==> src/eth_pkg.sv <==
// eth_pkg: constants and state encoding for the external event handshake
// assumes one 125 MHz clock; measurement engine and keys live outside
package eth_pkg;
	localparam int unsigned CLK_MHZ       = 125;
	localparam int unsigned DONE_PULSE_NS = 1000;
	localparam int unsigned DONE_CYC      = (DONE_PULSE_NS * CLK_MHZ) / 1000;
	localparam int unsigned CNT_W         = 32;
	localparam int unsigned DONE_W        = 8;
	localparam int unsigned IN_LINES      = 3;
	localparam int unsigned OUT_LINES     = 3;
	localparam logic [1:0]  DEF_OUT_SEL   = 2'h0;
	localparam logic [1:0]  DEF_IN_SEL    = 2'h0;
	typedef enum logic [2:0] {
		ETH_IDLE  = 3'h0,
		ETH_WAIT  = 3'h1,
		ETH_DELAY = 3'h2,
		ETH_MEAS  = 3'h3,
		ETH_DONE  = 3'h4
	} eth_state_e;
endpackage

==> src/eth_top.sv <==
// eth_top: external event handshake, strobe in, done pulse out
// assumes keys arrive as one-cycle pulses on clk; connector lines are pins
`timescale 1ns/10ps
// Notes on behaviour
// - select key toggles continuous and external mode
// - waiting in external mode lights indicator, dashes until first event
// - manual fire key gives exactly one reading
// - default done on line one, strobe line one
// - falling edge of remote strobe is event
// - strobe ignored unless external mode selected
// - done pulse drives the output line
// - each event: one reading, stored, then done
// - after done, return to waiting point
// - scan start in external mode lights asterisk
// - programmable manual or auto delay before measuring
// - done only after whole measurement action finishes
module eth_top (
	input  wire logic                        clk,
	input  wire logic                        rst,
	input  wire logic                        ext_event_select_key,
	input  wire logic                        manual_fire_key,
	input  wire logic                        scan_start,
	input  wire logic                        scan_stop,
	input  wire logic [eth_pkg::IN_LINES-1:0] link_in,
	output logic      [eth_pkg::OUT_LINES-1:0] link_out,
	input  wire logic [1:0]                  in_line_sel,
	input  wire logic [1:0]                  out_line_sel,
	input  wire logic                        auto_delay_en,
	input  wire logic [eth_pkg::CNT_W-1:0]   manual_delay_cyc,
	input  wire logic [eth_pkg::CNT_W-1:0]   auto_delay_cyc,
	output logic                             meas_start,
	input  wire logic                        meas_busy_done,
	output logic                             store_reading,
	output logic                             ext_mode_led,
	output logic                             dashes_show,
	output logic                             asterisk_led,
	output logic                             measurement_done_output
);
	eth_pkg::eth_state_e state_r, state_nxt;
	logic                       ext_mode_r;
	logic                       scan_r;
	logic                       seen_r;
	logic [eth_pkg::IN_LINES-1:0]  meta_r;
	logic [eth_pkg::IN_LINES-1:0]  pin_r;
	logic                       last_r;
	logic [eth_pkg::CNT_W-1:0]  dly_r;
	logic [eth_pkg::DONE_W-1:0] done_r;
	logic                       start_r;
	logic                       store_r;
	logic                       remote_strobe_input;
	logic                       strobe_fall;
	logic                       event_hit;
	logic [eth_pkg::CNT_W-1:0]  dly_load;
	logic                       done_now;
	logic                       in_wait;
	logic                       in_delay;
	logic                       in_meas;
	logic                       meas_end;
	logic                       dly_over;
	logic [eth_pkg::OUT_LINES-1:0] out_pick;

	// picks one synchronised connector line; an unused code reads as
	// idle high so that a bad strap setting can never fake a fall
	function automatic logic pick_line(
		input logic [eth_pkg::IN_LINES-1:0] lines,
		input logic [1:0]                   sel
	);
		logic bit_v;
		bit_v = 1'h1;
		for (int i = 0; i < eth_pkg::IN_LINES; i++) begin
			if (sel == 2'(i)) begin
				bit_v = lines[i];
			end
		end
		return bit_v;
	endfunction

	// every line crosses two flops before the select reads it, so a
	// change of in_line_sel never looks at an unsettled first stage
	assign remote_strobe_input = pick_line(pin_r, in_line_sel);
	assign strobe_fall = last_r & ~remote_strobe_input;
	assign in_wait  = (state_r == eth_pkg::ETH_WAIT);
	assign in_delay = (state_r == eth_pkg::ETH_DELAY);
	assign in_meas  = (state_r == eth_pkg::ETH_MEAS);
	assign meas_end = in_meas & meas_busy_done;
	assign dly_over = in_delay & (dly_r == '0);
	// edges outside the waiting state are dropped, not queued
	assign event_hit = ext_mode_r & in_wait
		& (strobe_fall | manual_fire_key);
	assign dly_load = auto_delay_en ? auto_delay_cyc
		: manual_delay_cyc;
	assign done_now = (done_r != '0);

	// the done line choice is decoded once per connector line
	for (genvar g = 0; g < eth_pkg::OUT_LINES; g++) begin : g_out
		assign out_pick[g] = (out_line_sel == 2'(g));
	end

	// one event walks wait, delay, measure and done in turn; leaving
	// external mode only takes effect back at the waiting point, so an
	// action already under way always ends with its done pulse
	always_comb begin
		state_nxt = state_r;
		case (state_r)
			eth_pkg::ETH_IDLE: begin
				if (ext_mode_r) begin
					state_nxt = eth_pkg::ETH_WAIT;
				end
			end
			eth_pkg::ETH_WAIT: begin
				if (!ext_mode_r) begin
					state_nxt = eth_pkg::ETH_IDLE;
				end else if (event_hit) begin
					state_nxt = eth_pkg::ETH_DELAY;
				end
			end
			eth_pkg::ETH_DELAY: begin
				if (dly_r == '0) begin
					state_nxt = eth_pkg::ETH_MEAS;
				end
			end
			eth_pkg::ETH_MEAS: begin
				if (meas_busy_done) begin
					state_nxt = eth_pkg::ETH_DONE;
				end
			end
			eth_pkg::ETH_DONE: begin
				if (done_r == 8'h01) begin
					state_nxt = eth_pkg::ETH_WAIT;
				end
			end
			default: state_nxt = eth_pkg::ETH_IDLE;
		endcase
	end

	always_ff @(posedge clk) begin
		if (rst) begin
			// reset to the idle level: no false edge after reset
			meta_r <= '1;
			pin_r  <= '1;
			last_r <= 1'h1;
		end else begin
			meta_r <= link_in;
			pin_r  <= meta_r;
			last_r <= remote_strobe_input;
		end
	end

	// the key clears the waiting marks too, so a fresh mode entry
	// shows dashes again until its first event
	always_ff @(posedge clk) begin
		if (rst) begin
			ext_mode_r <= 1'h0;
			scan_r     <= 1'h0;
			seen_r     <= 1'h0;
		end else begin
			if (ext_event_select_key) begin
				ext_mode_r <= ~ext_mode_r;
			end
			if (scan_start) begin
				scan_r <= 1'h1;
			end else if (scan_stop) begin
				scan_r <= 1'h0;
			end
			if (scan_start | ext_event_select_key) begin
				seen_r <= 1'h0;
			end else if (event_hit) begin
				seen_r <= 1'h1;
			end
		end
	end

	// a zero delay still spends one cycle in the delay state; the
	// done pulse length is a fixed cycle count set in the package
	always_ff @(posedge clk) begin
		if (rst) begin
			state_r <= eth_pkg::ETH_IDLE;
			dly_r   <= '0;
			done_r  <= '0;
			start_r <= 1'h0;
			store_r <= 1'h0;
		end else begin
			state_r <= state_nxt;
			start_r <= dly_over;
			store_r <= meas_end;
			if (event_hit) begin
				dly_r <= dly_load;
			end else if (dly_r != '0) begin
				dly_r <= dly_r - 1'b1;
			end
			if (meas_end) begin
				done_r <= eth_pkg::DONE_W'(eth_pkg::DONE_CYC);
			end else if (done_now) begin
				done_r <= done_r - 1'b1;
			end
		end
	end

	// indicators and lines are registered so that no decode glitch
	// ever reaches a connector pin or a front panel lamp
	always_ff @(posedge clk) begin
		if (rst) begin
			link_out                <= '0;
			measurement_done_output <= 1'h0;
			ext_mode_led            <= 1'h0;
			dashes_show             <= 1'h0;
			asterisk_led            <= 1'h0;
		end else begin
			measurement_done_output <= done_now;
			link_out <= out_pick & {eth_pkg::OUT_LINES{done_now}};
			ext_mode_led <= ext_mode_r;
			dashes_show  <= ext_mode_r & ~seen_r;
			asterisk_led <= ext_mode_r & scan_r & ~seen_r;
		end
	end

	assign meas_start    = start_r;
	assign store_reading = store_r;
endmodule

==> config.mk <==
export PLATFORM = sky130hd
export DESIGN_NAME = eth_top
export DESIGN_NICKNAME = d
export VERILOG_FILES = /design/src/eth_pkg.sv /design/src/eth_top.sv
export SDC_FILE = /design/constraint.sdc
export NUM_CORES = 1
export LEC_CHECK = 0
export BUFFER_PORTS_ARGS = -buffer_cell sky130_fd_sc_hd__buf_4
export CORE_ASPECT_RATIO = 0.7
export CORE_UTILIZATION = 45
export DETAILED_ROUTE_END_ITERATION = 12
export PLACE_DENSITY = 0.7
export SYNTH_ARGS = -nofsm -noshare
export SYNTH_HDL_FRONTEND = slang
export SYNTH_SLANG_ARGS = --single-unit
export TNS_END_PERCENT = 50
==> constraint.sdc <==
create_clock -name clk -period 2.7 [get_ports clk]
set_input_delay 0.54 -clock clk [delete_from_list [all_inputs] [get_ports clk]]
set_output_delay 0.54 -clock clk [all_outputs]
set_load 0.03 [all_outputs]
==> results.md <==
* Post-synth EDFFs at 0
* RSZ-0062 raised after global routing: no
* Least-Margin Pin Slew at 0.6459 ns
* Area Growth Syn to Fin at 28.47%
* Initial DRC Count at 146
* Power per standard cell area at 1168 nW/um^2
* Number of I/O port buffers at 87
* Synth Instances at 370
* Vias per inst at 5.557
* Type of the worst setup path: register to register
* Clock Latency Late Sink at 0.35 ns
* Top_reg_cell synth: dfxtp_1
* Leak at 1.738 nW
* Hold Buf Count CTS at 0
* Die area at 7715 sq um
* Clk_skew at 0.007573 ns
* Layout cells sized above 1 at 30.72%
* Pin count of the biggest net entering global routing at 47
* Synth cell types at 54
* Cell area after placement at 4036 sq um
* Inst Count DP at 537
* Final WS setup at 0.2692 ns
* DR WL/cell at 14.85 um
* Fin Setup TNS at 0 ns
* Final Max Tran Viols at 0
* # IOs at 88
* Mean Syn Cell Area at 8.955 sq um
* Starting density of the core at 47.71%
* Status: complete, no violations
* Post-CTS Setup Inserts at 0
* Worst-path clk slew at 0.07 ns
* Most common library cell in the layout ignoring fill and taps: buf_4
* Die Wd at 104.6 um
* CTS root buffer: clkbuf_8
* Final Setup Violations at 0
* Post-synthesis cell area at 3313 sq um
* Max Clock Freq at 411.4 MHz
* Clock sink count at 62
* Most frequent cells in the layout: buf_4, dfxtp_1, a21oi_1, nand2_1, nor2_1
* Post-route cell area at 4257 sq um
* Via count at 3,073
* DR pass1 iterations at 4
* Sequential element share of the synthesized area at 37.46%
* FP Rows at 25
* Max_slew headroom at 56.65%
* Critical Path End Type: register
* Routed wire length at 8213 um
* FF+latch count, synth at 62
* Vias in the first global route at 2,762
* WP data arrival at 2.64 ns
* Share of the synthesized area in the top cell type at 37.46%
* Startpoint types: register
* Max-cap violations at 0
* Inserted Diodes at 0
* Non-Filler Instances at 553
* Largest cells by area after synthesis: dfxtp_1, mux2_2, mux2i_1
* First-pass GRT wire length at 13,300 um
* Layout Nets at 537
* GRT Overall Usage at 21.98%
* Chip height at 73.79 um
* Crit path time final at 2.431 ns
* Worst hold path type: input pin to register
* Hold Vio Cnt, Final at 0
* Power consumption at 4.970 mW
* Post-synth top area cell: dfxtp_1
* Initial antenna violation count at 0
* Clock H-tree levels at 3
* TritonCTS Buffers at 9
* DRC at 0
* Synthesis Warnings at 0
* Max clock buf depth at 2
* Routed Antenna Nets at 0
* Hpwl dp at 5858 um
* CTS resizes at 0
* Tcrit/Tclk final at 90.03%
* Max VDD drop at 0.4919 mV
* Total grt overflow at 0
* Place WS at 0.2868 ns
* RePlAce Congestion at 0.8481
* Async set-reset flop share out of synthesis at 0%
* Worst EP required at 2.91 ns
* Core area at 6944 sq um
* TritonCTS clock tree: done
* Worst Path Max Fanout at 21
* Syn nets at 453
## area by class of cell
| cell class | instances | area (sq um) |
|---|---|---|
| fillers | 616 | 2688 |
| well taps | 94 | 117.6 |
| clock inverters | 7 | 96.34 |
| flip-flops and latches | 62 | 1241 |
| repair buffers | 93 | 698.2 |
| multi-input cells | 279 | 1946 |
| inverters | 9 | 33.78 |
| clock buffers | 9 | 123.9 |
## logic make-up after synthesis
| kind of cell | count (synthesis) | synth area share, % |
|---|---|---|
| buf+inv | 29 | 3.814 |
| fa+ha+maj | 4 | 1.511 |
| flops | 62 | 37.46 |
| simple gates | 146 | 26.13 |
| xor+xnor | 28 | 7.402 |
| mux | 31 | 9.932 |
| compound gates | 70 | 13.75 |
## routing by layer
metal | vias to the layer above | global-route usage [%] | share of wire [%]
li1 | 1524 | - | -
met1 | 1423 | 30.52 | 49
met2 | 117 | 33.48 | 43
met3 | 9 | 5.235 | 6.9
met4 | 0 | 7.460 | 1.2
met5 | - | 0 | 0
## power breakdown
part	leakage (nW)	switching, mW	internal (mW)
combinational	1.12	1.38	1.15
clock	0.114	0.398	0.524
sequential	0.508	0.320	1.20
total	1.74	2.10	2.87
## path summary, 6_finish.rpt
check	startpoint	endpoint	slack [ns]	depth (start not counted)
worst max-delay path	dly_r[14]	dly_r[24]	0.27	5
worst min-delay path	scan_start	seen_r	0.35	2
worst max register to register	dly_r[14]	dly_r[24]	0.27	5
worst min register to register	meta_r[0]	pin_r[0]	0.41	1
## worst max-delay path, stage by stage, from the launching register on
cell and delay (ns):
dfxtp_1 0.37, nor4_1 0.47, and4b_1 0.48, nand3_4 0.30, nand3b_1 0.49, o22ai_1 0.18
## cell usage after synthesis (8+ instances only)
cell type	number
dfxtp_1	62
a21oi_1	26
nand2_1	22
nor2_1	20
nand3_1	19
xnor2_1	18
mux2i_1	16
mux2_2	15
a211oi_1	12
nor2b_1	12
nor3_1	12
o22ai_1	12
xor2_1	10
clkbuf_1	9
inv_1	9
nor4_1	9
buf_2	8
## sequential cells by signal, indices dropped and copies added (netlist names)
name                     cells
last_r                       1
link_out                     3
scan_r                       1
meta_r                       3
pin_r                        3
dashes_show                  1
seen_r                       1
dly_r                       32
measurement_done_output      1
state_r                      3
meas_start                   1
ext_mode_r                   1
asterisk_led                 1
store_reading                1
done_r                       8
ext_mode_led                 1
## through the flow
stage | utilization [%] | hold slack, ns
final | 61.30 | 0.3503
after global routing | 61.30 | 0.3398
after CTS | 61.30 | 0.3360
after detailed placement | 58.13 | 0.3940
after global placement | 58.13 | 0.3929
after floorplan | - | 0.3895
(Power assumes the default switching activity.)
